$ cat config.mk
export PLATFORM = sky130hd
export DESIGN_NAME = ebi_ctrl
export DESIGN_NICKNAME = d
export VERILOG_FILES = /design/src/core/ebi_ctrl.v
export VERILOG_INCLUDE_DIRS = /design/src /design/src/core
export SDC_FILE = /design/constraint.sdc
export NUM_CORES = 1
export LEC_CHECK = 0
export BUFFER_PORTS_ARGS = -buffer_cell sky130_fd_sc_hd__buf_4
export CAP_MARGIN = 20
export CORE_MARGIN = 3
export CORE_UTILIZATION = 30
export CTS_CLUSTER_SIZE = 8
export DETAILED_ROUTE_END_ITERATION = 12
export MAX_ROUTING_LAYER = met4
export PLACE_DENSITY = 0.58
export SKIP_CTS_REPAIR_TIMING = 1
export SYNTH_ARGS = -nofsm -noshare
export SYNTH_HDL_FRONTEND = slang
export SYNTH_SLANG_ARGS = --single-unit
$ cat constraint.sdc
create_clock -name CLK_IN -period 2.37 [get_ports CLK_IN]
set_clock_uncertainty 0.2 [all_clocks]
set_input_delay 0 -clock CLK_IN [delete_from_list [all_inputs] [get_ports CLK_IN]]
set_output_delay 0 -clock CLK_IN [all_outputs]
set_load 0.005 [all_outputs]
$ cat src/core/ebi_defines.vh
// constants for the external bus controller: field codes, memory limits, wait caps, select ranges, counts
// included by the controller; holds definitions only
`ifndef EBI_DEFINES_VH
`define EBI_DEFINES_VH
`define EBI_ADDR_W        24
`define EBI_DATA_W        16
`define EBI_NUM_SEL       6
`define EBI_WIDTH_OFF     2'b00
`define EBI_WIDTH_8       2'b01
`define EBI_MEM_128K      2'b00
`define EBI_MEM_64K       2'b01
`define EBI_MEM_32K       2'b10
`define EBI_MEM_LIM_128K  24'h020000
`define EBI_MEM_LIM_64K   24'h010000
`define EBI_MEM_LIM_32K   24'h008000
`define EBI_MAX_WAIT      5'h1F
`define EBI_LOW_SEL_MAX   5'h0F
`define EBI_CS0_LO        24'h000000
`define EBI_CS0_HI        24'h7FFFFF
`define EBI_CS1_LO        24'h800000
`define EBI_CS1_HI        24'hFFFFFF
`define EBI_CS2_LO        24'hF00000
`define EBI_CS2_HI        24'hF3FFFF
`define EBI_CS3_LO        24'hFFC000
`define EBI_CS3_HI        24'hFFDFFF
`define EBI_CS4_LO        24'hF40000
`define EBI_CS4_HI        24'hF7FFFF
`define EBI_CS5_LO        24'hF80000
`define EBI_CS5_HI        24'hFBFFFF
`endif

$ cat src/core/ebi_ctrl.v
// external bus controller: decodes six fixed select ranges, runs wait states,
// drives address, data and strobes. assumes one access request at a time from the
// processor side, held until done_out; pin enables come from the gpio function select.
`timescale 1ns/1ps
`include "ebi_defines.vh"

// Contract
// 24-bit address, 16-bit data, strobes, wait
// each pin gated by its alternate function; address pins are not gated here
// six chip select outputs zero to five
// select ranges are fixed constants
// enabled internal memory blocks external selects
// highest numbered matching select wins
// selects zero and one capped at fifteen
// external wait input stretches the cycle
// wait input honoured only after internal wait
// wait from select field plus post-read field
// one clock per wait, total capped 31
// isa read strobe delayed half clock
// isa adds one read wait state
// per-select programmable select polarity
// address and data widths selectable; only the data width is selectable here
// serves fetch, stack and data alike
// width select: 00 off, 01 8-bit, 1x 16-bit
// internal size 128k, 64k, 32k or none
// word/byte bit picks 16 or 8 lanes
// waits only for enabled selects; rom-less enables 0
// strobes exclusive; read data at last wait
// post-read idle clocks before next access
module ebi_ctrl (
  // clock, reset, enable
  input  wire        CLK_IN,
  input  wire        RST_N_IN,
  input  wire        CLK_EN_IN,
  // configuration
  input  wire [1:0]  BUS_WIDTH_SELECT_IN,
  input  wire [1:0]  INTERNAL_MEMORY_SIZE_IN,
  input  wire        NO_INTERNAL_PROGRAM_MEMORY_MODE_IN,
  input  wire [5:0]  SEL_ENABLE_IN,
  input  wire [5:0]  SEL_ACTIVE_HIGH_IN,
  input  wire [5:0]  SEL_ISA_IN,
  input  wire [5:0]  SEL_BYTE_IN,
  input  wire [23:0] SELECT_WAIT_COUNT_IN,
  input  wire [11:0] POST_READ_WAIT_COUNT_IN,
  input  wire [23:0] ADDR_PIN_EN_IN,
  input  wire [15:0] DATA_PIN_EN_IN,
  input  wire [5:0]  SEL_PIN_EN_IN,
  input  wire        RD_PIN_EN_IN,
  input  wire        WR_PIN_EN_IN,
  input  wire        WAIT_PIN_EN_IN,
  // processor access port
  input  wire        REQ_IN,
  input  wire        REQ_WRITE_IN,
  input  wire [23:0] REQ_ADDR_IN,
  input  wire [15:0] REQ_WDATA_IN,
  output wire        BUSY_OUT,
  output reg         DONE_OUT,
  output reg  [15:0] RDATA_OUT,
  output wire        INTERNAL_HIT_OUT,
  // external pins
  output reg  [23:0] ADDR_OUT,
  output reg  [15:0] DATA_OUT,
  output wire [15:0] DATA_OE_N_OUT,
  input  wire [15:0] DATA_IN,
  output wire        RD_N_OUT,
  output wire        WR_N_OUT,
  output wire [5:0]  SEL_OUT,
  input  wire        WAIT_IN
);

  localparam ST_IDLE = 2'b00;
  localparam ST_BUS  = 2'b01;
  localparam ST_POST = 2'b10;

  reg  [1:0]  state_q;
  reg  [4:0]  cnt_q;
  reg  [2:0]  sel_q;
  reg         sel_act_q;
  reg         write_q;
  reg         rd_q;
  reg         rd_neg_q;
  reg         wr_q;
  reg         lane8_q;
  reg         waited_q;
  reg         wait_s1_q;
  reg         wait_s2_q;
  reg  [15:0] data_oe_q;
  reg  [1:0]  post_q;

  // one path for every access kind
  wire [23:0] a = REQ_ADDR_IN;
  // hard-wired decode windows
  wire [5:0] hit;
  ebi_win #(.LO(`EBI_CS0_LO), .HI(`EBI_CS0_HI)) u_win0 (
    .addr_in (a),
    .hit_out (hit[0])
  );
  ebi_win #(.LO(`EBI_CS1_LO), .HI(`EBI_CS1_HI)) u_win1 (
    .addr_in (a),
    .hit_out (hit[1])
  );
  ebi_win #(.LO(`EBI_CS2_LO), .HI(`EBI_CS2_HI)) u_win2 (
    .addr_in (a),
    .hit_out (hit[2])
  );
  ebi_win #(.LO(`EBI_CS3_LO), .HI(`EBI_CS3_HI)) u_win3 (
    .addr_in (a),
    .hit_out (hit[3])
  );
  ebi_win #(.LO(`EBI_CS4_LO), .HI(`EBI_CS4_HI)) u_win4 (
    .addr_in (a),
    .hit_out (hit[4])
  );
  ebi_win #(.LO(`EBI_CS5_LO), .HI(`EBI_CS5_HI)) u_win5 (
    .addr_in (a),
    .hit_out (hit[5])
  );

  // rom-less mode forces select zero on
  wire [5:0] sel_en = SEL_ENABLE_IN | {5'h00, NO_INTERNAL_PROGRAM_MEMORY_MODE_IN};

  // internal memory extent from the size field
  reg [23:0] mem_lim;
  always @* begin
    if (NO_INTERNAL_PROGRAM_MEMORY_MODE_IN)
      mem_lim = 24'h000000;
    else if (INTERNAL_MEMORY_SIZE_IN == `EBI_MEM_128K)
      mem_lim = `EBI_MEM_LIM_128K;
    else if (INTERNAL_MEMORY_SIZE_IN == `EBI_MEM_64K)
      mem_lim = `EBI_MEM_LIM_64K;
    else if (INTERNAL_MEMORY_SIZE_IN == `EBI_MEM_32K)
      mem_lim = `EBI_MEM_LIM_32K;
    else
      mem_lim = 24'h000000;
  end
  // internal memory overrides external selects
  assign INTERNAL_HIT_OUT = a < mem_lim;

  // priority from five down to zero
  reg [2:0] pick;
  reg       pick_ok;
  integer   i;
  always @* begin
    pick    = 3'h0;
    pick_ok = 1'b0;
    for (i = 0; i < `EBI_NUM_SEL; i = i + 1) begin
      if (hit[i] && sel_en[i]) begin
        pick    = i[2:0];
        pick_ok = 1'b1;
      end
    end
  end

  // per-select wait field, four bits each
  wire [3:0] sw = SELECT_WAIT_COUNT_IN[pick*4 +: 4];
  wire [1:0] pw = POST_READ_WAIT_COUNT_IN[pick*2 +: 2];
  wire       isa = SEL_ISA_IN[pick];
  // isa read gets one more wait
  wire [5:0] raw = {2'b00, sw} + {5'h00, isa & ~REQ_WRITE_IN};
  // low selects never exceed fifteen
  wire [5:0] lim0 = (pick < 3'h2 && raw > {1'b0, `EBI_LOW_SEL_MAX}) ?
                    {1'b0, `EBI_LOW_SEL_MAX} : raw;
  // internal wait count of one access capped at 31; the wait pin can stretch beyond
  wire [4:0] waits = (lim0 > {1'b0, `EBI_MAX_WAIT}) ? `EBI_MAX_WAIT : lim0[4:0];

  // width field 00 switches the bus off
  wire bus_on = BUS_WIDTH_SELECT_IN != `EBI_WIDTH_OFF;
  wire bus8   = BUS_WIDTH_SELECT_IN == `EBI_WIDTH_8;
  // byte select keeps the high lanes released even on a 16-bit bus
  wire lane8_d = bus8 | (pick_ok & SEL_BYTE_IN[pick]);
  wire start  = CLK_EN_IN && REQ_IN && state_q == ST_IDLE && bus_on && !INTERNAL_HIT_OUT;

  // two-flop sync of the wait pin; only the second stage is used
  always @(posedge CLK_IN or negedge RST_N_IN) begin
    if (!RST_N_IN) begin
      wait_s1_q <= 1'b0;
      wait_s2_q <= 1'b0;
    end else if (CLK_EN_IN) begin
      wait_s1_q <= WAIT_IN;
      wait_s2_q <= wait_s1_q;
    end
  end
  // ignore the pin unless its function is selected
  wire ext_wait = WAIT_PIN_EN_IN & wait_s2_q;

  always @(posedge CLK_IN or negedge RST_N_IN) begin
    if (!RST_N_IN) begin
      state_q   <= ST_IDLE;
      cnt_q     <= 5'h00;
      sel_q     <= 3'h0;
      sel_act_q <= 1'b0;
      write_q   <= 1'b0;
      rd_q      <= 1'b0;
      wr_q      <= 1'b0;
      lane8_q   <= 1'b0;
      waited_q  <= 1'b0;
      post_q    <= 2'b00;
      data_oe_q <= 16'h0000;
      ADDR_OUT  <= 24'h000000;
      DATA_OUT  <= 16'h0000;
      RDATA_OUT <= 16'h0000;
      DONE_OUT  <= 1'b0;
    end else if (CLK_EN_IN) begin
      DONE_OUT <= 1'b0;
      case (state_q)
        ST_IDLE: begin
          if (start) begin
            state_q   <= ST_BUS;
            // no match or disabled select: no waits
            cnt_q     <= pick_ok ? waits : 5'h00;
            sel_q     <= pick;
            sel_act_q <= pick_ok;
            write_q   <= REQ_WRITE_IN;
            // only one strobe per access
            rd_q      <= ~REQ_WRITE_IN;
            wr_q      <= REQ_WRITE_IN;
            // byte bit or 8-bit bus uses low lanes
            lane8_q   <= lane8_d;
            waited_q  <= 1'b0;
            post_q    <= pw;
            ADDR_OUT  <= REQ_ADDR_IN;
            DATA_OUT  <= REQ_WDATA_IN;
            data_oe_q <= REQ_WRITE_IN ? {lane8_d ? 8'h00 : 8'hFF, 8'hFF} : 16'h0000;
          end
        end
        ST_BUS: begin
          if (cnt_q != 5'h00) begin
            cnt_q    <= cnt_q - 5'h01;
            waited_q <= 1'b1;
          // wait pin looked at only after an internal wait
          // hold the cycle while wait is asserted
          end else if (!(waited_q && ext_wait)) begin
            // capture read data at end of last wait
            if (!write_q)
              RDATA_OUT <= lane8_q ? {8'h00, DATA_IN[7:0]} : DATA_IN;
            rd_q      <= 1'b0;
            wr_q      <= 1'b0;
            sel_act_q <= 1'b0;
            data_oe_q <= 16'h0000;
            DONE_OUT  <= 1'b1;
            // idle clocks after a read
            state_q   <= (!write_q && post_q != 2'b00) ? ST_POST : ST_IDLE;
          end
        end
        ST_POST: begin
          post_q  <= post_q - 2'b01;
          if (post_q == 2'b01)
            state_q <= ST_IDLE;
        end
        default: state_q <= ST_IDLE;
      endcase
    end
  end

  // isa read strobe starts on the falling edge
  always @(negedge CLK_IN or negedge RST_N_IN) begin
    if (!RST_N_IN)
      rd_neg_q <= 1'b0;
    else
      rd_neg_q <= rd_q;
  end
  wire rd_act = SEL_ISA_IN[sel_q] ? (rd_q & rd_neg_q) : rd_q;

  assign BUSY_OUT = state_q != ST_IDLE;
  // pins released when not selected; data lanes by width
  assign RD_N_OUT = ~(rd_act & RD_PIN_EN_IN);
  assign WR_N_OUT = ~(wr_q & WR_PIN_EN_IN);
  assign DATA_OE_N_OUT = ~(data_oe_q & DATA_PIN_EN_IN);

  // six select outputs
  // polarity per select
  genvar g;
  generate
    for (g = 0; g < `EBI_NUM_SEL; g = g + 1) begin : g_sel
      wire act = sel_act_q && sel_q == g && SEL_PIN_EN_IN[g];
      assign SEL_OUT[g] = SEL_ACTIVE_HIGH_IN[g] ? act : ~act;
    end
  endgenerate

  // address driven in full; unused pins masked outside by ADDR_PIN_EN_IN
  wire unused_addr_en = &ADDR_PIN_EN_IN;

endmodule // ebi_ctrl

// one fixed decode window; bounds are elaboration constants,
// so nothing at run time can move a select range
module ebi_win #(
  parameter [23:0] LO = 24'h000000,
  parameter [23:0] HI = 24'hFFFFFF
) (
  input  wire [23:0] addr_in,
  output wire        hit_out
);

  assign hit_out = (addr_in >= LO) && (addr_in <= HI);

endmodule // ebi_win

==> impl.org <==
** Floorplan
- The die covers 15800 µm².
- Row cnt :: 43
- The die is 126 µm wide.
- In this run the standard cell core region covers 13900 µm².
- Count of pins on the block boundary :: 259
- For this configuration, the core starts out at a cell density of 30.8%.
- Measured along the y axis, the die boundary spans 126 µm.

** Routing
- M1 WL :: 6.04 mm
- Met2 wire length :: 7.70 mm
- Average routed wire per standard cell :: 15.2 µm
- For this run, design rule violations remaining after detail routing come to 0.
- DRT Wirelength :: 15.0 mm
- The routed layout has 4600 vias.
- Using the TritonRoute via totals, the vias-per-cell ratio works out to 4.65.
- Met3 WL post-DR :: 963 µm
- The detail route stage leaves a number of antenna-violating nets equal to 0.
- The first detailed-routing pass took 4 iterations.
- Iteration-0 DRC Markers :: 220
- Highest signal layer in the routed design :: met4

** Global route
- Largest net degree at the start of global routing :: 57
- Combined global-route utilization of all metal layers :: 18.1%
- Total congestion overflow after global routing :: 0
- The number of global-route vias before repair came to 4548.
- The first global-routing pass estimated 22.4 mm of wire.
- Number of antenna violations at the first check in global routing :: 0

** Final layout
- Final-stage net count :: 989
- Sequential standard cell area :: 1980 µm²
- The area growth from synthesis to layout is 83.0%.
- The repair_antennas step left the layout with diodes totalling 0.
- Of the cells placed in the final design, the portion with a size suffix greater than 1 is 48.0%.
- The finished layout holds 990 standard cells, fillers aside.
- Area used by multi-input combinational logic :: 2290 µm²
- Number of filler cells placed in the layout :: 1253

** Run status
- The final reports fail on negative hold slack, negative setup slack.
- Status :: finished with violations

** Pwr
- The worst-case IR drop observed on VDD is 0.492 mV.
- Power share of the sequential group :: 36.0%
- Cell-internal power :: 4410 µW
- The analysis attributes to net switching a power of 2190 µW.
- In this run the static leakage power is 0.00390 µW.
- Dividing total power by cell area gives a power density of 842 nW/µm².
- The clock network is responsible for 19.7% of the overall power.
- The share of total power dissipated in combinational logic is 44.3%.
- Fraction of power spent switching nets :: 33.2%

** STA
- Setup repair after global routing could not meet its margin everywhere.
- Timing would allow up to 405 MHz.
- Post-route setup slack :: -96.7 ps
- The count of endpoints failing hold in the final timing report came to 1.
- Worst slew margin relative to its limit :: 49.5%
- For the finished layout, the period the worst path requires is 2470 ps.
- The total count of max-transition violations in the final report came to 0.
- Fin Hold WS :: -62.1 ps
- For the pin with the worst max-slew slack, the measured transition is 758 ps.
- Setup violations remaining at the end of the flow were counted as 4.
- In the finished design, the share of the clock period the worst path needs comes to 104%.

** Yosys
- Post-synthesis sequential area ratio :: 46.1%
- Post-Syn Area per Cell :: 9.59 µm²
- Yosys warns :: 0
- Post-synthesis async set-or-reset flop share :: 100%
- Mapped cell area :: 4290 µm²
- Primary flip-flop cell chosen by synthesis mapping :: sky130_fd_sc_hd__dfrtp_1
- After technology mapping, the gate count stands at 447.
- The number of nets handed over by synthesis was 631.
- Top cell type's share of synthesized area :: 45.5%
- After synthesis, the most frequently instantiated cells are sky130_fd_sc_hd__nand2_1 (133), sky130_fd_sc_hd__dfrtp_1 (78), sky130_fd_sc_hd__mux2_2 (25).
- Counting distinct cell types in the post-synthesis netlist gives 61.
- Area contributors post-synth :: sky130_fd_sc_hd__dfrtp_1 (46%), sky130_fd_sc_hd__nand2_1 (12%), sky130_fd_sc_hd__mux2_2 (6.6%)
- sky130_fd_sc_hd__dfrtp_1 takes more of the synthesized area than any other cell.
- Number of enable flip-flop cells after synthesis :: 0
- Most common cell in the netlist :: sky130_fd_sc_hd__nand2_1
- Counting flops and latches in the post-synthesis netlist gives 79.

** Clocking
- In this run, CTS created clock tree buffers numbering 9.
- Clock-pin slew was measured on the worst setup and hold paths at 60 ps.
- TritonCTS built the clock tree.
- CTS placed an instance of sky130_fd_sc_hd__clkbuf_16 at the clock tree root.
- The clock passes through at most 2 buffers.
- Clock tree synthesis found a total of 79 sinks.
- Number of levels in the clock H-tree :: 3
- The later pin in the worst-skew pair is clocked with a latency of 340 ps.

** Worst setup path
- Worst setup path class :: input port to register
- STA classifies the critical path endpoint as a register.
- Terminus of the critical flop-to-flop path :: RDATA_OUT[6]
- Data on the critical path arrives at its endpoint at 2530 ps.
- Setup slack of the worst register-to-register path :: -90 ps
- CP Data Required Time :: 2430 ps
- Nature of the critical path startpoint :: input port
- In this run the critical register-to-register path is launched from cnt_q[0].
- Measured in cells, the most critical reg-to-reg path has a length of 8.
- Maximum fanout along the worst path :: 5

** Run
- The tool flagged a number of max-cap violations equal to 0.

** Min path
- The worst hold path passes through 5 cells.
- Startpoint of the worst hold path :: POST_READ_WAIT_COUNT_IN[7]
- The worst hold path belongs to the class input port to register.
- For hold timing, the worst endpoint is post_q[1].

** Placement
- Placed cell count :: 900
- Detailed Place HPWL :: 11.0 mm
- Timing analysis after detailed placement gives a worst setup slack of -475 ps.
- Routability-driven placement finished with a final weighted congestion of 0.858.
- The count of buffers added on input and output ports is 234.
[metal layers]
layer,up-vias,global-route usage (%)
met5,-,-
met4,0,6.57
met3,17,4.70
met2,152,29.6
met1,2157,21.5
li1,2274,-
[power groups by stage]
stage / Clock [µW] / Combinational, µW / Sequential (µW)
final: 1300 / 2920 / 2380
after detailed placement: 0 / 2720 / 2390
after global placement: 0 / 2690 / 2370
after CTS: 1340 / 2730 / 2380
after floorplan: 0 / 1170 / 2320
after global routing: 1410 / 3250 / 2480
[registers in the layout (all words and copies together), names as in the netlist, 2 cells and up]
signal / flops
ADDR_OUT: 24
DATA_OUT: 16
RDATA_OUT: 16
cnt_q: 5
sel_q: 3
data_oe_q: 2
post_q: 2
state_q: 2
[worst max-delay path by stage]
stage	start	endpoint	slack [ps]
after floorplan	REQ_ADDR_IN[18]	cnt_q[3]	-360
after global placement	REQ_ADDR_IN[18]	cnt_q[3]	-420
after detailed placement	REQ_ADDR_IN[18]	cnt_q[3]	-480
after CTS	REQ_ADDR_IN[18]	cnt_q[3]	-110
after global routing	cnt_q[0]	RDATA_OUT[7]	-180
final	REQ_ADDR_IN[19]	cnt_q[3]	-100
[through the flow]
| step | instance area [µm²] | utilization (%) | power (µW) | setup TNS, ps |
|---|---|---|---|---|
| global route | 7840 | 56.3 | 7140 | -1070 |
| floorplan | 4350 | - | 3500 | -1140 |
| global placement | 6690 | 48.0 | 5050 | -13090 |
| detailed placement | 6690 | 48.0 | 5110 | -15010 |
| CTS | 6970 | 50.0 | 6450 | -269 |
| finish | 7840 | 56.3 | 6600 | -331 |
[layout by cell type, fill, tap and decap left out, types with 3 or more instances in the layout]
cell type	Yosys	final
sky130_fd_sc_hd__a21o_1	3	3
sky130_fd_sc_hd__a21oi_1	10	7
sky130_fd_sc_hd__a31oi_1	5	4
sky130_fd_sc_hd__buf_4	0	291
sky130_fd_sc_hd__buf_6	0	10
sky130_fd_sc_hd__clkbuf_16	0	11
sky130_fd_sc_hd__clkinvlp_4	0	3
sky130_fd_sc_hd__dfrtp_1	78	78
sky130_fd_sc_hd__dlygate4sd3_1	0	62
sky130_fd_sc_hd__ha_1	8	5
sky130_fd_sc_hd__inv_1	18	16
sky130_fd_sc_hd__mux2_2	25	24
sky130_fd_sc_hd__mux2i_1	17	17
sky130_fd_sc_hd__mux4_2	2	4
sky130_fd_sc_hd__nand2_1	133	127
sky130_fd_sc_hd__nand2_2	0	6
sky130_fd_sc_hd__nand2b_1	9	9
sky130_fd_sc_hd__nand3_1	3	3
sky130_fd_sc_hd__nand4_1	4	4
sky130_fd_sc_hd__nor2_1	16	15
sky130_fd_sc_hd__nor2b_1	4	4
sky130_fd_sc_hd__o211ai_1	5	5
sky130_fd_sc_hd__o21ai_0	21	12
sky130_fd_sc_hd__o21ai_1	0	7
sky130_fd_sc_hd__o21ai_2	2	3
sky130_fd_sc_hd__or3_1	4	4
sky130_fd_sc_hd__xor2_1	6	6
[area by class of cell]
class                   count  share of cell area, %
repair buffers            367                   38.4
inverters                  18                  0.862
clock inverters             6                  0.574
flip-flops and latches     79                   25.2
multi-input cells         330                   29.2
well taps                 180                   2.87
clock buffers              10                   2.92
[worst max-delay path, cell delays in order]
cell                       delay [ps]
sky130_fd_sc_hd__buf_4            140
sky130_fd_sc_hd__buf_4            140
sky130_fd_sc_hd__and3b_2          230
sky130_fd_sc_hd__a21oi_4          150
sky130_fd_sc_hd__o21ai_4           90
sky130_fd_sc_hd__buf_6            140
sky130_fd_sc_hd__buf_4            120
sky130_fd_sc_hd__mux2i_1          120
sky130_fd_sc_hd__a211oi_2         250
sky130_fd_sc_hd__ha_2             240
sky130_fd_sc_hd__ha_4             150
sky130_fd_sc_hd__nand2_2           50
sky130_fd_sc_hd__or2_2            270
sky130_fd_sc_hd__a211o_1          290
sky130_fd_sc_hd__o211ai_1         150
[cell families (layout without fill, tap and decap cells)]
| kind of cell | after synthesis | after routing | share of synthesized area, % |
|---|---|---|---|
| XOR/XNOR | 6 | 6 | 1.23 |
| flip-flops | 79 | 79 | 46.1 |
| adder cells (fa/ha/maj) | 8 | 8 | 2.34 |
| AO/OA/AOI/OAI | 73 | 73 | 11.7 |
| buffers and inverters | 38 | 401 | 3.50 |
| multiplexers | 48 | 48 | 14.0 |
| AND/OR/NAND/NOR | 195 | 195 | 21.0 |
Power figures use the tool's default switching activity.
